--- config.mk ---
export PLATFORM = sky130hd
export DESIGN_NAME = msqf_framer
export DESIGN_NICKNAME = d
export VERILOG_FILES = /design/src/hdl/msqf_pkg.sv /design/src/hdl/msqf_framer.sv /design/src/hdl/msqf_byte_tx.sv /design/src/hdl/msqf_sec_timer.sv
export SDC_FILE = /design/constraint.sdc
export NUM_CORES = 1
export LEC_CHECK = 0
export BUFFER_PORTS_ARGS = -buffer_cell sky130_fd_sc_hd__buf_2
export CORE_ASPECT_RATIO = 0.8
export CORE_MARGIN = 5
export CORE_UTILIZATION = 45
export DETAILED_ROUTE_END_ITERATION = 10
export REMOVE_ABC_BUFFERS = 1
export SETUP_SLACK_MARGIN = 0.1
export SYNTH_ARGS = -nofsm -noshare
export SYNTH_HDL_FRONTEND = slang
export SYNTH_SLANG_ARGS = --single-unit
--- constraint.sdc ---
create_clock -name ref_clk -period 8.8 [get_ports ref_clk]
set_input_delay 1.76 -clock ref_clk [delete_from_list [all_inputs] [get_ports ref_clk]]
set_output_delay 1.76 -clock ref_clk [all_outputs]
set_load 0.01 [all_outputs]
--- src/hdl/msqf_pkg.sv ---
package msqf_pkg;

  // ---------------------------------------------------------------------------
  // framing constants
  // ---------------------------------------------------------------------------
  localparam logic [7:0] START_BYTE      = 8'hfd;
  localparam logic [7:0] KIND_GET        = 8'h05;
  localparam logic [7:0] KIND_GET_REPLY  = 8'h85;
  localparam logic [7:0] KIND_DISC       = 8'h64;
  localparam logic [7:0] KIND_DISC_REPLY = 8'he4;
  localparam logic [7:0] KIND_DISC_END   = 8'h65;
  localparam logic [7:0] DISC_LEN        = 8'h06;
  localparam logic [7:0] DISC_REPLY_LEN  = 8'h04;
  localparam logic [7:0] DISC_END_LEN    = 8'h04;
  localparam logic [7:0] GET_HDR_LEN     = 8'h11;
  localparam logic [7:0] TIMEOUT_MAX     = 8'h3c;
  localparam logic [7:0] NWK_ADDR_MARK   = 8'h80;
  localparam logic [7:0] ADC_CLUSTER     = 8'h01;
  localparam logic [15:0] ADC_OFFSET     = 16'h0004;
  localparam logic [7:0] ADC_LENGTH      = 8'h02;

  // ---------------------------------------------------------------------------
  // field positions in the collected frame (index after the length byte)
  // ---------------------------------------------------------------------------
  localparam int POS_TAG     = 0;
  localparam int POS_KIND    = 1;
  localparam int POS_ARG     = 2;
  localparam int POS_PROF    = 10;
  localparam int POS_EP      = 12;
  localparam int POS_CLUSTER = 13;
  localparam int POS_OFFSET  = 14;
  localparam int POS_LEN     = 16;
  localparam int DISC_POS_TO = 5;
  localparam int ECHO_BYTES  = 15;
  localparam int BUF_DEPTH   = 32;

  // ---------------------------------------------------------------------------
  // timing
  // ---------------------------------------------------------------------------
  localparam int CLK_HZ         = 40_000_000;
  localparam int SECOND_CYCLES  = CLK_HZ;

  // ---------------------------------------------------------------------------
  // carriers
  // ---------------------------------------------------------------------------
  typedef struct packed {
    logic       valid;
    logic [7:0] data;
  } msqf_byte_type;

  typedef struct packed {
    logic [7:0]  tag;
    logic [15:0] profile;
    logic [7:0]  endpoint;
    logic [7:0]  cluster;
    logic [15:0] offset;
    logic [7:0]  length;
  } msqf_get_type;

endpackage

--- src/hdl/msqf_framer.sv ---
`timescale 1ns/10ps

// Behaviour
// - read request is kind 0x05 with fields
// - multi-byte fields travel low byte first
// - read answered by kind 0x85 reply
// - reply tag equals request tag
// - reply echoes fifteen request bytes, then value
// - link quality byte follows value bytes
// - length byte counts everything after it
// - channel two value: cluster 1, offset 4
// - discovery request is kind 0x64
// - discovery request length is six
// - discovery ends with timeout byte, 0-60 s
// - own-address reply only on matching profile and endpoint
// - discovery reply kind 0xe4, length 4
// - discovery reply tag equals request tag
// - discovery reply carries network address
// - timeout emits kind 0x65 with count
module msqf_framer #(
  parameter int SECOND_CYCLES = msqf_pkg::SECOND_CYCLES
) (
  input  wire logic                    ref_clk,
  input  wire logic                    reset,
  input  wire msqf_pkg::msqf_byte_type rx_byte,
  output msqf_pkg::msqf_byte_type      tx_byte,
  input  wire logic                    tx_ready,
  input  wire logic [15:0]             own_profile,
  input  wire logic [7:0]              own_endpoint,
  input  wire logic [15:0]             own_nwk_address,
  output msqf_pkg::msqf_get_type       get_request,
  output logic                         get_request_valid,
  input  wire logic                    get_value_valid,
  input  wire logic [7:0]              get_value_byte,
  output logic                         get_value_ready,
  input  wire logic [7:0]              link_quality,
  input  wire logic                    disc_reply_valid,
  input  wire logic [15:0]             disc_reply_address,
  output logic                         disc_reply_ready,
  output logic                         disc_busy,
  output logic                         frame_error
);

  typedef enum {
    HUNT, LEN, BODY, DECODE, SEND, VALUE, DISC_WAIT
  } msqf_state_type;

  // ---------------------------------------------------------------------------
  // state
  // ---------------------------------------------------------------------------
  msqf_state_type state_q;
  msqf_state_type state_d;
  logic [7:0]     buf_q [msqf_pkg::BUF_DEPTH];
  logic [7:0]     buf_d [msqf_pkg::BUF_DEPTH];
  logic [7:0]     len_q;
  logic [7:0]     len_d;
  logic [7:0]     idx_q;
  logic [7:0]     idx_d;
  logic [7:0]     tx_cnt_q;
  logic [7:0]     tx_cnt_d;
  logic [7:0]     tx_len_q;
  logic [7:0]     tx_len_d;
  logic [7:0]     tx_kind_q;
  logic [7:0]     tx_kind_d;
  logic [7:0]     val_left_q;
  logic [7:0]     val_left_d;
  logic [7:0]     disc_tag_q;
  logic [7:0]     disc_tag_d;
  logic [15:0]    reply_cnt_q;
  logic [15:0]    reply_cnt_d;
  logic [15:0]    disc_addr_q;
  logic [15:0]    disc_addr_d;
  logic           disc_q;
  logic           disc_d;
  logic           end_pend_q;
  logic           end_pend_d;
  logic           err_q;
  logic           err_d;

  msqf_pkg::msqf_byte_type stage_byte;
  logic                    stage_ready;
  logic                    timer_start;
  logic [7:0]              timer_secs;
  logic                    timer_expired;
  logic [7:0]              send_byte;

  // ---------------------------------------------------------------------------
  // sub-blocks
  // ---------------------------------------------------------------------------
  msqf_byte_tx u_tx (
    .ref_clk   (ref_clk),
    .reset     (reset),
    .in_byte   (stage_byte),
    .in_ready  (stage_ready),
    .out_byte  (tx_byte),
    .out_ready (tx_ready)
  );

  msqf_sec_timer #(.SECOND_CYCLES(SECOND_CYCLES)) u_timer (
    .ref_clk (ref_clk),
    .reset   (reset),
    .start   (timer_start),
    .seconds (timer_secs),
    .expired (timer_expired)
  );

  // ---------------------------------------------------------------------------
  // request view
  // ---------------------------------------------------------------------------
  always_comb begin
    get_request.tag      = buf_q[msqf_pkg::POS_TAG];
    get_request.profile  = {buf_q[msqf_pkg::POS_PROF + 1], buf_q[msqf_pkg::POS_PROF]};
    get_request.endpoint = buf_q[msqf_pkg::POS_EP];
    get_request.cluster  = buf_q[msqf_pkg::POS_CLUSTER];
    get_request.offset   = {buf_q[msqf_pkg::POS_OFFSET + 1], buf_q[msqf_pkg::POS_OFFSET]};
    get_request.length   = buf_q[msqf_pkg::POS_LEN];
  end

  assign get_request_valid = (state_q == VALUE);
  assign disc_busy         = disc_q;
  assign frame_error       = err_q;
  assign timer_secs        = (buf_q[msqf_pkg::DISC_POS_TO] > msqf_pkg::TIMEOUT_MAX)
                             ? msqf_pkg::TIMEOUT_MAX : buf_q[msqf_pkg::DISC_POS_TO];

  // ---------------------------------------------------------------------------
  // outgoing byte select: start, length, tag, kind, then arguments
  // ---------------------------------------------------------------------------
  always_comb begin
    send_byte = 8'h00;
    if (tx_cnt_q == 8'd0) begin
      send_byte = msqf_pkg::START_BYTE;
    end else if (tx_cnt_q == 8'd1) begin
      send_byte = tx_len_q;
    end else if (tx_cnt_q == 8'd2) begin
      if (tx_kind_q == msqf_pkg::KIND_GET_REPLY) begin
        send_byte = buf_q[msqf_pkg::POS_TAG];
      end else begin
        send_byte = disc_tag_q;
      end
    end else if (tx_cnt_q == 8'd3) begin
      send_byte = tx_kind_q;
    end else if (tx_kind_q == msqf_pkg::KIND_GET_REPLY) begin
      send_byte = buf_q[5'(tx_cnt_q - 8'd2)];
    end else if (tx_kind_q == msqf_pkg::KIND_DISC_REPLY) begin
      send_byte = (tx_cnt_q == 8'd4) ? disc_addr_q[7:0] : disc_addr_q[15:8];
    end else begin
      send_byte = (tx_cnt_q == 8'd4) ? reply_cnt_q[7:0] : reply_cnt_q[15:8];
    end
  end

  // ---------------------------------------------------------------------------
  // main sequence
  // ---------------------------------------------------------------------------
  always_comb begin
    state_d     = state_q;
    buf_d       = buf_q;
    len_d       = len_q;
    idx_d       = idx_q;
    tx_cnt_d    = tx_cnt_q;
    tx_len_d    = tx_len_q;
    tx_kind_d   = tx_kind_q;
    val_left_d  = val_left_q;
    disc_tag_d  = disc_tag_q;
    reply_cnt_d = reply_cnt_q;
    disc_addr_d = disc_addr_q;
    disc_d      = disc_q;
    end_pend_d  = end_pend_q || timer_expired;
    err_d       = 1'b0;
    stage_byte  = '0;
    timer_start = 1'b0;
    get_value_ready  = 1'b0;
    disc_reply_ready = 1'b0;
    case (state_q)
      HUNT: begin
        if (rx_byte.valid && rx_byte.data == msqf_pkg::START_BYTE) begin
          state_d = LEN;
        end else if (disc_q && end_pend_q) begin
          tx_kind_d  = msqf_pkg::KIND_DISC_END;
          tx_len_d   = msqf_pkg::DISC_END_LEN;
          tx_cnt_d   = 8'd0;
          end_pend_d = 1'b0;
          disc_d     = 1'b0;
          state_d    = SEND;
        end else if (disc_q && disc_reply_valid) begin
          disc_reply_ready = 1'b1;
          disc_addr_d = disc_reply_address;
          reply_cnt_d = reply_cnt_q + 16'h0001;
          tx_kind_d   = msqf_pkg::KIND_DISC_REPLY;
          tx_len_d    = msqf_pkg::DISC_REPLY_LEN;
          tx_cnt_d    = 8'd0;
          state_d     = SEND;
        end
      end
      LEN: begin
        if (rx_byte.valid) begin
          len_d = rx_byte.data;
          idx_d = 8'd0;
          if (rx_byte.data == 8'h00 || rx_byte.data > 8'(msqf_pkg::BUF_DEPTH)) begin
            err_d   = 1'b1;
            state_d = HUNT;
          end else begin
            state_d = BODY;
          end
        end
      end
      BODY: begin
        if (rx_byte.valid) begin
          buf_d[5'(idx_q)] = rx_byte.data;
          idx_d = idx_q + 8'd1;
          if (idx_q + 8'd1 == len_q) begin
            state_d = DECODE;
          end
        end
      end
      DECODE: begin
        state_d = HUNT;
        if (buf_q[msqf_pkg::POS_KIND] == msqf_pkg::KIND_GET
            && len_q == msqf_pkg::GET_HDR_LEN
            && buf_q[msqf_pkg::POS_LEN] <= 8'(msqf_pkg::BUF_DEPTH)) begin
          tx_kind_d  = msqf_pkg::KIND_GET_REPLY;
          tx_len_d   = len_q + buf_q[msqf_pkg::POS_LEN] + 8'd1;
          tx_cnt_d   = 8'd0;
          val_left_d = buf_q[msqf_pkg::POS_LEN];
          state_d    = SEND;
        end else if (buf_q[msqf_pkg::POS_KIND] == msqf_pkg::KIND_DISC
                     && len_q == msqf_pkg::DISC_LEN && !disc_q) begin
          if ({buf_q[msqf_pkg::POS_ARG + 1], buf_q[msqf_pkg::POS_ARG]} == own_profile
              && buf_q[msqf_pkg::POS_ARG + 2] == own_endpoint) begin
            disc_tag_d  = buf_q[msqf_pkg::POS_TAG];
            reply_cnt_d = 16'h0001;
            disc_addr_d = own_nwk_address;
            tx_kind_d   = msqf_pkg::KIND_DISC_REPLY;
            tx_len_d    = msqf_pkg::DISC_REPLY_LEN;
            tx_cnt_d    = 8'd0;
            state_d     = SEND;
          end else begin
            disc_tag_d  = buf_q[msqf_pkg::POS_TAG];
            reply_cnt_d = 16'h0000;
          end
          disc_d      = 1'b1;
          end_pend_d  = 1'b0;
          timer_start = 1'b1;
        end else begin
          err_d = 1'b1;
        end
      end
      SEND: begin
        stage_byte.valid = 1'b1;
        stage_byte.data  = send_byte;
        if (stage_ready) begin
          tx_cnt_d = tx_cnt_q + 8'd1;
          if (tx_kind_q == msqf_pkg::KIND_GET_REPLY
              && tx_cnt_q == 8'(msqf_pkg::ECHO_BYTES + 3)) begin
            state_d = (val_left_q == 8'd0) ? DISC_WAIT : VALUE;
          end else if (tx_kind_q != msqf_pkg::KIND_GET_REPLY && tx_cnt_q == 8'd5) begin
            state_d = HUNT;
          end
        end
      end
      VALUE: begin
        stage_byte.valid = get_value_valid;
        stage_byte.data  = get_value_byte;
        get_value_ready  = stage_ready;
        if (get_value_valid && stage_ready) begin
          val_left_d = val_left_q - 8'd1;
          if (val_left_q == 8'd1) begin
            state_d = DISC_WAIT;
          end
        end
      end
      DISC_WAIT: begin
        stage_byte.valid = 1'b1;
        stage_byte.data  = link_quality;
        if (stage_ready) begin
          state_d = HUNT;
        end
      end
      default: begin
        state_d = HUNT;
      end
    endcase
  end

  always_ff @(posedge ref_clk) begin
    if (reset) begin
      state_q     <= HUNT;
      buf_q       <= '{default: 8'h00};
      len_q       <= 8'h00;
      idx_q       <= 8'h00;
      tx_cnt_q    <= 8'h00;
      tx_len_q    <= 8'h00;
      tx_kind_q   <= 8'h00;
      val_left_q  <= 8'h00;
      disc_tag_q  <= 8'h00;
      reply_cnt_q <= 16'h0000;
      disc_addr_q <= 16'h0000;
      disc_q      <= 1'b0;
      end_pend_q  <= 1'b0;
      err_q       <= 1'b0;
    end else begin
      state_q     <= state_d;
      buf_q       <= buf_d;
      len_q       <= len_d;
      idx_q       <= idx_d;
      tx_cnt_q    <= tx_cnt_d;
      tx_len_q    <= tx_len_d;
      tx_kind_q   <= tx_kind_d;
      val_left_q  <= val_left_d;
      disc_tag_q  <= disc_tag_d;
      reply_cnt_q <= reply_cnt_d;
      disc_addr_q <= disc_addr_d;
      disc_q      <= disc_d;
      end_pend_q  <= end_pend_d;
      err_q       <= err_d;
    end
  end

endmodule // msqf_framer

--- src/hdl/msqf_byte_tx.sv ---
`timescale 1ns/10ps

// ---------------------------------------------------------------------------
// one-byte output stage with handshake
// ---------------------------------------------------------------------------
module msqf_byte_tx (
  input  wire logic                   ref_clk,
  input  wire logic                   reset,
  input  wire msqf_pkg::msqf_byte_type in_byte,
  output logic                        in_ready,
  output msqf_pkg::msqf_byte_type     out_byte,
  input  wire logic                   out_ready
);

  msqf_pkg::msqf_byte_type hold_q;
  msqf_pkg::msqf_byte_type hold_d;

  assign in_ready = !hold_q.valid || out_ready;
  assign out_byte = hold_q;

  always_comb begin
    hold_d = hold_q;
    if (hold_q.valid && out_ready) begin
      hold_d.valid = 1'b0;
    end
    if (in_byte.valid && in_ready) begin
      hold_d = in_byte;
    end
  end

  always_ff @(posedge ref_clk) begin
    if (reset) begin
      hold_q <= '0;
    end else begin
      hold_q <= hold_d;
    end
  end

endmodule // msqf_byte_tx

--- src/hdl/msqf_sec_timer.sv ---
`timescale 1ns/10ps

// ---------------------------------------------------------------------------
// whole-second countdown
// ---------------------------------------------------------------------------
module msqf_sec_timer #(
  parameter int SECOND_CYCLES = msqf_pkg::SECOND_CYCLES
) (
  input  wire logic       ref_clk,
  input  wire logic       reset,
  input  wire logic       start,
  input  wire logic [7:0] seconds,
  output logic            expired
);

  logic [31:0] tick_q;
  logic [31:0] tick_d;
  logic [7:0]  secs_q;
  logic [7:0]  secs_d;
  logic        run_q;
  logic        run_d;
  logic        exp_q;
  logic        exp_d;

  assign expired = exp_q;

  always_comb begin
    tick_d = tick_q;
    secs_d = secs_q;
    run_d  = run_q;
    exp_d  = 1'b0;
    if (start) begin
      run_d  = 1'b1;
      secs_d = seconds;
      tick_d = 32'h0;
    end else if (run_q) begin
      if (secs_q == 8'h00) begin
        run_d = 1'b0;
        exp_d = 1'b1;
      end else if (tick_q == 32'(SECOND_CYCLES - 1)) begin
        tick_d = 32'h0;
        secs_d = secs_q - 8'h01;
      end else begin
        tick_d = tick_q + 32'h1;
      end
    end
  end

  always_ff @(posedge ref_clk) begin
    if (reset) begin
      tick_q <= 32'h0;
      secs_q <= 8'h00;
      run_q  <= 1'b0;
      exp_q  <= 1'b0;
    end else begin
      tick_q <= tick_d;
      secs_q <= secs_d;
      run_q  <= run_d;
      exp_q  <= exp_d;
    end
  end

endmodule // msqf_sec_timer

==> flow_summary.toml, run 1 <==
[synth]
yosys.area_share.adder_pct = 1.53
synth_top_family_by_area = "simple AND/OR/NAND/NOR gates"
synthTopCellsByArea = "dfxtp_1 40%, mux4_2 9.3%, a21oi_1 8.6%, nand2_1 7.8%, nand3_1 7.4%"
yosysTopAreaCellShare_pct = 39.6
synth_flop_cell = "dfxtp_1"
yosys.area_share.simple_pct = 23.3
synth_compound_area_share_pct = 13.8
ys_async_sr_fraction_pct = 0
yosys-mux-area-fraction_pct = 11.2
synth-edff-count = 0
seq_area_frac_synth_pct = 39.6
synth_common_cells = "416 x nand2_1, 397 x dfxtp_1, 345 x a21oi_1"
yosysMostFrequentCell = "nand2_1"
synth_area_um2 = 20100
ys_seq_elements = 397
avgSynthCellArea_um2 = 8.32
synthXorXnorAreaFrac_pct = 4.01
syn_inst = 2413
ys_types = 81
yosys.area.top_type = "dfxtp_1"
yosysWarnings = 0

[routing]
post_drt_wl_per_cell_um = 21.4
num_vias = 18100
dr_wl_met3_um = 5550
dr_wl_met2_um = 28600
first_pass_iters = 5
via_per_inst = 5.96
drt_iter0_markers = 2071
wl_met1_um = 29400
drc_errors = 0
ant_nets = 0
wirelength_um = 64900
top_layer = "met5"

[sta]
worst_pin_slew_ns = 1.29
setup_tns_ns = 0
fin_crit_sh_pct = 63.1
clock_skew_ns = 0.0154
period_needed_ns = 5.55
final-setup-viol-count = 0
finalMaxSlewViolations = 0
slew-limit-headroom_pct = 13.7
hold_viol = 0
fmax_mhz = 180
rsz0062_at_grt = "no"

[setup_path]
critPathLaunchType = "primary input"
r2r_cells = 7
end_kind = "primary output"
setup.worst_path.class = "primary input to primary output"
crit_buf_inv = 3
cp_top_family = "buffers and inverters"
critPathRequiredTime_ns = 7.04
cp_num_cells = 6
worstPathArrival_ns = 3.79
crit_slowest_cell = "nor4_2"
cp_max_fo = 35
cp_cell_sequence = "buf_2, nand4b_1, nor3_1, buf_4, nor4_2, buf_2"
max_stage_delay_ns = 0.64
crit_top_cell = "buf_2"

[hold_path]
hold_class = "flip-flop to flip-flop"
hold_path_depth = 2

[pwr]
power_frac_seq_pct = 48.4
powerDensity_nw_per_um2 = 169
swShare_pct = 22.7
peakVddDrop_uv = 152
p_sw_uw = 848
combPwrFrac_pct = 3.6
power_frac_clock_pct = 48.1
p_int_mw = 2.89
cellLeakagePower_nw = 7.43

[placed_design]
numPortBuffers = 163
gp_congestion = 0.891
placed_area_um2 = 20700
hpwl_um = 43300
placed_cells = 2956

[global_route]
grt_pass1_wl_um = 99400
grt.total_usage_pct = 25.4
grt_pass1_vias = 16400
grt_max_degree = 251
grt-ovfl-total = 0
antenna_found_initial = 2

[cts]
post_cts_buffers = 0
clk_pin_slew_worst_paths_ns = 0.06
cts_buffers = 41
cts_resized = 0
htreeDepth = 2
cts.sinks = 397
clk_path_buf_depth = 3
holdBufCountCts = 0
cts_root_buf = "clkbuf_16"
cts_tree = "done"
insertion_delay_ns = 0.55

[floorplan]
die_area_um2 = 49000
ios = 164
start_util_pct = 45.3
core-area_um2 = 44300
die-height_um = 199
die_w_um = 246
row_count = 69

[finish]
area_growth_pct = 10.1
fin_area_um2 = 22100
fin_nets = 2506
final_layout_size_suffix_gt1_share_pct = 15.6
instances_no_fill = 3030
fin_util_pct = 49.9
n_antenna_cell = 0

[flow_run]
maxCapViolCount = 0

[outcome]
status = "completed"
==> tightest hold or removal path: cells and delay by family (launching register included) <==
kind            cells  cell delay [ns]
compound gates      1             0.05
flops               1             0.30
simple gates        1             0.05
==> flip-flops by register name, indices dropped and copies added, names as in the netlist <==
signal,flops
buf_q,192
get_request,64
u_timer.tick_q,32
disc_addr_q,16
reply_cnt_q,16
u_tx.out_byte,9
disc_tag_q,8
idx_q,8
len_q,8
tx_cnt_q,8
tx_len_q,8
u_timer.secs_q,8
val_left_q,8
tx_kind_q,4
state_q,3
disc_busy,1
end_pend_q,1
frame_error,1
u_timer.expired,1
u_timer.run_q,1
==> routing by layer <==
metal  GRT usage (%)  vias up
met4            5.64        2
met2            37.8      711
met5               0        -
met3            4.59       88
met1            38.6     8789
li1                -     8467
==> cell families (layout without fill, tap and decap cells) <==
kind of cell               count (synthesis)  in the layout
and+or+nand+nor                         1009           1009
AOI/OAI and AO/OA                        490            490
DFF                                      397            397
buffers and inverters                    282            296
muxes                                    119            119
xor gates and xnor gates                  92             92
adders and majority gates                 24             24
==> metrics by stage <==
stage                     worst slack, ns  total power, mW  hold WS [ns]
after global placement               3.30             1.98         0.438
after detailed placement             3.26             1.98         0.445
final                                3.25             3.74         0.452
after CTS                            3.26             3.77         0.454
after floorplan                      2.75             1.89         0.423
after global routing                 3.11             3.85         0.468
==> final timing paths <==
check	start	slack (ns)	to
setup / recovery	rx_byte[1]	3.25	disc_reply_ready
hold / removal	buf_q[66]$_SDFFE_PP0P_	0.45	buf_q[66]$_SDFFE_PP0P_
setup reg to reg	state_q[2]$_SDFFE_PP0P_	4.68	disc_addr_q[9]$_SDFFE_PP0P_
hold reg to reg	buf_q[66]$_SDFFE_PP0P_	0.45	buf_q[66]$_SDFFE_PP0P_
==> layout make-up <==
type / count / area (um^2)
clock buffer: 62 / 1230
clock inverter: 12 / 153
timing repair buffer: 190 / 1040
sequential: 397 / 7950
tap: 603 / 754
inverter: 32 / 120
fill: 4231 / 22200
multi-input combinational: 1734 / 10900
==> power groups by stage <==
stage / Sequential [mW] / Combinational (mW) / Clock, mW
after detailed placement: 1.85 / 0.131 / 0
final: 1.81 / 0.134 / 1.80
after CTS: 1.81 / 0.131 / 1.83
after global placement: 1.85 / 0.129 / 0
after floorplan: 1.85 / 0.0387 / 0
after global routing: 1.81 / 0.143 / 1.90
==> cells in the final DEF, fill, tap and decap left out, types with 20 or more instances in the layout <==
master	count
nand3_1	295
ha_1	23
mux4_2	83
buf_2	162
dfxtp_1	395
nand4_1	27
a211oi_1	20
nor3_1	32
a21oi_1	345
inv_1	30
xor2_1	49
nand2_1	416
o21ai_0	45
nor2_1	127
clkbuf_16	42
xnor2_1	41
buf_4	26
mux2i_1	29
(Power assumes the default switching activity.)
==> run 2, diff against run 1 <==
--- a/config.mk
+++ b/config.mk
@@ -5,11 +5,13 @@
 export SDC_FILE = /design/constraint.sdc
 export NUM_CORES = 1
 export LEC_CHECK = 0
+export ABC_AREA = 1
 export BUFFER_PORTS_ARGS = -buffer_cell sky130_fd_sc_hd__buf_2
 export CORE_ASPECT_RATIO = 0.8
 export CORE_MARGIN = 5
 export CORE_UTILIZATION = 45
 export DETAILED_ROUTE_END_ITERATION = 10
+export PLACE_DENSITY = 0.65
 export REMOVE_ABC_BUFFERS = 1
 export SETUP_SLACK_MARGIN = 0.1
 export SYNTH_ARGS = -nofsm -noshare
==> constraint.sdc (replaced) <==
create_clock -name ref_clk -period 5 [get_ports ref_clk]
set_input_delay 1 -clock ref_clk [delete_from_list [all_inputs] [get_ports ref_clk]]
set_output_delay 1 -clock ref_clk [all_outputs]
set_load 0.01 [all_outputs]
==> run 2 against run 1 <==
Clock skew up 0.0011 ns; non-clock buffer count down 6; sequential share of layout area down 0.13 points; first-iteration DRC count up 6.5%; power up 110%; critical path depth up 1; sequential cell count unchanged; die area up 0.61%; largest power group unchanged; highest routed layer unchanged.
==> flow_summary.toml, run 2 <==
[outcome]
status = "completed"

[routing]
via_per_inst = 5.70
first_pass_iters = 6
post_drt_wl_per_cell_um = 18.5
ant_nets = 0
drc_errors = 0
drt_iter0_markers = 2206
wirelength_um = 66000
num_vias = 20300

[cts]
cts_buffers = 43
cts_tree = "done"
htreeDepth = 2
cts.sinks = 397
post_cts_buffers = 0
clk_path_buf_depth = 3
cts_resized = 0
cts_root_buf = "clkbuf_16"
insertion_delay_ns = 0.58
holdBufCountCts = 0
clk_pin_slew_worst_paths_ns = 0.06

[floorplan]
ios = 164
start_util_pct = 45.5
core-area_um2 = 44400
row_count = 69
die_w_um = 247
die_area_um2 = 49300
die-height_um = 200

[pwr]
p_sw_mw = 2.36
power_frac_seq_pct = 42.8
powerDensity_nw_per_um2 = 358
combPwrFrac_pct = 16.3
power_frac_clock_pct = 40.9
peakVddDrop_uv = 231
total_power_mw = 7.96
cellLeakagePower_nw = 8.83
p_int_mw = 5.60
swShare_pct = 29.6

[synth]
synth_area_um2 = 20200
synth-edff-count = 0
synthTopCellsByArea = "dfxtp_1 39%, o21ai_0 10%, a21oi_1 9.1%, nand2_1 8.5%, nor2_1 6.1%"
ys_types = 42
yosysMostFrequentCell = "nand2_1"
synth_common_cells = "459 x nand2_1, 423 x o21ai_0, 397 x dfxtp_1"
yosysTopAreaCellShare_pct = 39.3
ys_seq_elements = 397
yosysWarnings = 0
yosys.area.top_type = "dfxtp_1"
syn_inst = 2946
synth_flop_cell = "dfxtp_1"
avgSynthCellArea_um2 = 6.86
seq_area_frac_synth_pct = 39.3
ys_async_sr_fraction_pct = 0

[global_route]
grt_pass1_wl_um = 105000
grt_pass1_vias = 18900
grt-ovfl-total = 0
antenna_found_initial = 1
grt_max_degree = 168
grt.total_usage_pct = 26.1

[finish]
final_layout_size_suffix_gt1_share_pct = 9.47
area_growth_pct = 9.84
layout_common_cells = "459 x nand2_1, 423 x o21ai_0, 395 x dfxtp_1, 368 x a21oi_1, 326 x nor2_1"
fin_nets = 3046
regMostFlops = "buf_q"
largest_reg_flops = 192
n_antenna_cell = 0
layout_commonest_cell = "nand2_1"
fill_cells = 4525

[setup_path]
critPathRequiredTime_ns = 4.00
critPathLaunchType = "flip-flop"
crit_buf_inv = 4
r2r_start = "state_q[1]$_SDFFE_PP0P_"
crit_start = "state_q[0]$_SDFFE_PP0P_"
cp_num_cells = 7
r2r_cells = 8
end_kind = "primary output"
worstPathArrival_ns = 2.91
cp_cell_sequence = "inv_2, nor2_1, inv_1, nor2_2, clkinv_1, nor2_1, buf_2"
crit_top_cell = "nor2_1"
cp_top_family = "simple AND/OR/NAND/NOR gates"
crit_slowest_cell = "nor2_2"
setup.worst_path.class = "flip-flop to primary output"
max_stage_delay_ns = 0.69
cp_max_fo = 24

[sta]
setup_tns_ns = 0
fin_crit_sh_pct = 78.2
finalMaxSlewViolations = 0
period_needed_ns = 3.91
rsz0062_at_grt = "no"
clock_skew_ns = 0.0164
slew-limit-headroom_pct = 24.8
fmax_mhz = 256
final-setup-viol-count = 0
worst_pin_slew_ns = 1.12
hold_viol = 0

[hold_path]
hold_class = "flip-flop to flip-flop"
min_from = "u_timer.run_q$_SDFF_PP0_"
hold_path_depth = 2

[placed_design]
hpwl_um = 43700
numPortBuffers = 163
gp_congestion = 0.925

[flow_run]
maxCapViolCount = 0
-- run 2: cell families after synthesis --
logic type                 Yosys count  synth area share, %
xor gates and xnor gates            57                 2.51
and+or+nand+nor                   1118                 23.6
buffers and inverters              459                 10.0
AOI/OAI and AO/OA                  891                 23.0
DFF                                397                 39.3
adders and majority gates           24                 1.52
-- run 2: worst paths after layout --
kind	slack [ns]	to
worst min-delay path	0.45	u_timer.expired$_SDFF_PP0_
worst max-delay path	1.09	get_value_ready
worst max register to register	1.51	get_request[36]$_SDFFE_PP0P_
worst min register to register	0.45	u_timer.expired$_SDFF_PP0_
-- run 2: power groups by stage --
| stage | clock (mW) | combinational, mW | sequential, mW |
|---|---|---|---|
| 3_5_place_dp | 0 | 1.28 | 3.47 |
| 2_1_floorplan | 0 | 0.807 | 3.49 |
| 3_3_place_gp | 0 | 1.25 | 3.47 |
| 6_report | 3.26 | 1.30 | 3.40 |
| 5_1_grt | 3.44 | 1.44 | 3.42 |
| 4_1_cts | 3.30 | 1.28 | 3.40 |
-- run 2: worst register-to-register path, cell delays in order (launching register included) --
cell and delay, ns:
dfxtp_1 0.35, inv_1 0.11, nor3_1 0.33, inv_1 0.15
nor2_1 0.62, nand2_1 0.59, nor2_1 0.90, o21ai_0 0.20
a21oi_1 0.16
-- run 2: area by class of cell --
cell class	instances	area, um^2	share of cell area (%)
clock buffer	59	1270	5.72
clock inverter	16	158	0.710
inverter	220	832	3.75
multi-input combinational	2090	10200	46.1
sequential	397	7950	35.8
tap	603	754	3.40
timing repair buffer	184	998	4.50
-- run 2: through the flow --
stage | area [um^2] | setup WS, ns | utilization [%] | hold slack [ns] | instances
after global routing | 22200 | 0.885 | 50.0 | 0.475 | 3569
after CTS | 22200 | 1.09 | 50.0 | 0.457 | 3569
after global placement | 20800 | 1.39 | 46.8 | 0.438 | 3494
final | 22200 | 1.09 | 50.0 | 0.452 | 3569
after floorplan | 19000 | -1.46 | - | 0.419 | 2707
after detailed placement | 20800 | 1.33 | 46.8 | 0.440 | 3494
-- run 2: routing by layer --
| metal | vias to the layer above | GRT usage, % | wire length (um) |
|---|---|---|---|
| li1 | 9863 | - | - |
| met1 | 9576 | 38.4 | 30400 |
| met2 | 783 | 39.5 | 28400 |
| met3 | 114 | 4.71 | 5560 |
| met4 | 2 | 6.96 | 1640 |
| met5 | - | 0 | 7 |
==> run 3, diff against run 2 <==
==> constraint.sdc (replaced) <==
create_clock -name ref_clk -period 3.2 [get_ports ref_clk]
set_input_delay 0.64 -clock ref_clk [delete_from_list [all_inputs] [get_ports ref_clk]]
set_output_delay 0.64 -clock ref_clk [all_outputs]
set_load 0.01 [all_outputs]
==> run 3 against run 2 <==
Sequential share of layout area down 0.70 points; worst setup slack lost 0.70 ns; register-to-register slack got worse by 1.1 ns; final cell count up 1.5%; sequential power grew 57%; via count up 0.69%; critical path type unchanged; first-iteration DRC count decreased by 1.5%; clock skew rose by 0.0020 ns; critical endpoint is now disc_reply_ready; global-route usage decreased by 0.35 points; wire length decreased by 0.45%.
==> flow_summary.toml, run 3 (synthesis gave the netlist of run 2 again) <==
[finish]
final_layout_size_suffix_gt1_share_pct = 11.2
n_antenna_cell = 0
layout_commonest_cell = "nand2_1"
fill_cells = 4422
area_growth_pct = 12.0
fin_nets = 3099
fin_util_pct = 51.0
regMostFlops = "buf_q"
fin_area_um2 = 22600
layout_common_cells = "459 x nand2_1, 423 x o21ai_0, 395 x dfxtp_1, 368 x a21oi_1, 326 x nor2_1"
largest_reg_flops = 192
instances_no_fill = 3623

[placed_design]
numPortBuffers = 163
place_ws_ns = 0.417
hpwl_um = 44400
gp_congestion = 0.951
placed_area_um2 = 21200
placed_cells = 3547

[setup_path]
critPathRequiredTime_ns = 2.56
end_kind = "primary output"
critPathLaunchType = "flip-flop"
cp_max_fo = 6
setup.worst_path.class = "flip-flop to primary output"
worstPathArrival_ns = 2.17
r2r_setup_slack_ns = 0.46

[flow_run]
maxCapViolCount = 0

[routing]
num_vias = 20500
drt_iter0_markers = 2173
via_per_inst = 5.65
drc_errors = 0
wirelength_um = 65700
ant_nets = 0
post_drt_wl_per_cell_um = 18.1
first_pass_iters = 5

[pwr]
peakVddDrop_uv = 360
p_int_mw = 8.73
cellLeakagePower_nw = 9.11
combPwrFrac_pct = 16.5
powerDensity_nw_per_um2 = 549
swShare_pct = 29.7
power_frac_clock_pct = 40.6
power_frac_seq_pct = 42.9
total_power_mw = 12.4
p_sw_mw = 3.69

[cts]
clk_path_buf_depth = 3
cts_root_buf = "clkbuf_16"
cts.sinks = 397
post_cts_buffers = 0
clk_pin_slew_worst_paths_ns = 0.06
insertion_delay_ns = 0.57
htreeDepth = 2
cts_buffers = 43
cts_tree = "done"

[sta]
slew-limit-headroom_pct = 34.5
hold_slack_ns = 0.356
period_needed_ns = 2.81
worst_pin_slew_ns = 0.981
rsz0062_at_grt = "no"
finalMaxSlewViolations = 0
setup_tns_ns = 0
final-setup-viol-count = 0
hold_viol = 0
fmax_mhz = 356
clock_skew_ns = 0.0184
fin_crit_sh_pct = 87.8
fin_ws_ns = 0.392

[outcome]
status = "completed"

[floorplan]
die-height_um = 200
die_area_um2 = 49300
start_util_pct = 45.5
core-area_um2 = 44400
die_w_um = 247
ios = 164
row_count = 69

[global_route]
grt_pass1_vias = 18900
grt_max_degree = 111
grt_pass1_wl_um = 104000
grt.total_usage_pct = 25.7
grt-ovfl-total = 0
antenna_found_initial = 0

[hold_path]
hold_class = "primary input to flip-flop"
-- run 3: worst paths after layout --
check | end | from | depth (start not counted)
max | disc_reply_ready | state_q[0]$_SDFFE_PP0P_ | 8
min | disc_addr_q[5]$_SDFFE_PP0P_ | disc_reply_address[5] | 3
max reg2reg | tx_cnt_q[5]$_SDFFE_PP0P_ | get_request[7]$_SDFFE_PP0P_ | 14
min reg2reg | disc_tag_q[6]$_SDFFE_PP0P_ | disc_tag_q[6]$_SDFFE_PP0P_ | 2
-- run 3: repair_timing --
| action | 4_1_cts | 5_1_grt |
|---|---|---|
| endpoints found under the hold margin | 0 | 0 |
| setup endpoints to repair | 0 | 3 |
| gates resized for setup | 0 | 3 |
| hold buffers | 0 | 0 |
-- run 3: critical path: stages, from the launching register on --
cell     delay, ns
dfxtp_1       0.37
nor2_1        0.12
inv_1         0.09
nor2_1        0.30
inv_1         0.16
nor2_1        0.20
nand3_1       0.17
inv_1         0.08
buf_2         0.13
-- run 3: power by group through the flow --
stage | sequential [mW] | clock (mW) | combinational [mW]
2_1_floorplan | 5.45 | 0 | 1.26
3_3_place_gp | 5.43 | 0 | 1.96
3_5_place_dp | 5.43 | 0 | 2.00
4_1_cts | 5.32 | 5.13 | 2.01
5_1_grt | 5.36 | 5.34 | 2.28
6_report | 5.33 | 5.05 | 2.05
-- run 3: metal layers --
| metal | up-vias | share of wire, % | GRT usage (%) |
|---|---|---|---|
| li1 | 9949 | - | - |
| met1 | 9577 | 46 | 38.1 |
| met2 | 855 | 43 | 39.1 |
| met3 | 98 | 8.8 | 4.15 |
| met4 | 0 | 2.2 | 6.69 |
| met5 | - | 0 | 0 |
-- run 3: cell type report --
cell class	instances	area [um^2]	share of cell area (%)
flip-flops and latches	397	7950	35.1
repair buffers	237	1450	6.39
well taps	603	754	3.33
inverters	220	840	3.71
clock inverters	21	216	0.956
clock buffers	55	1190	5.26
multi-input cells	2090	10200	45.2
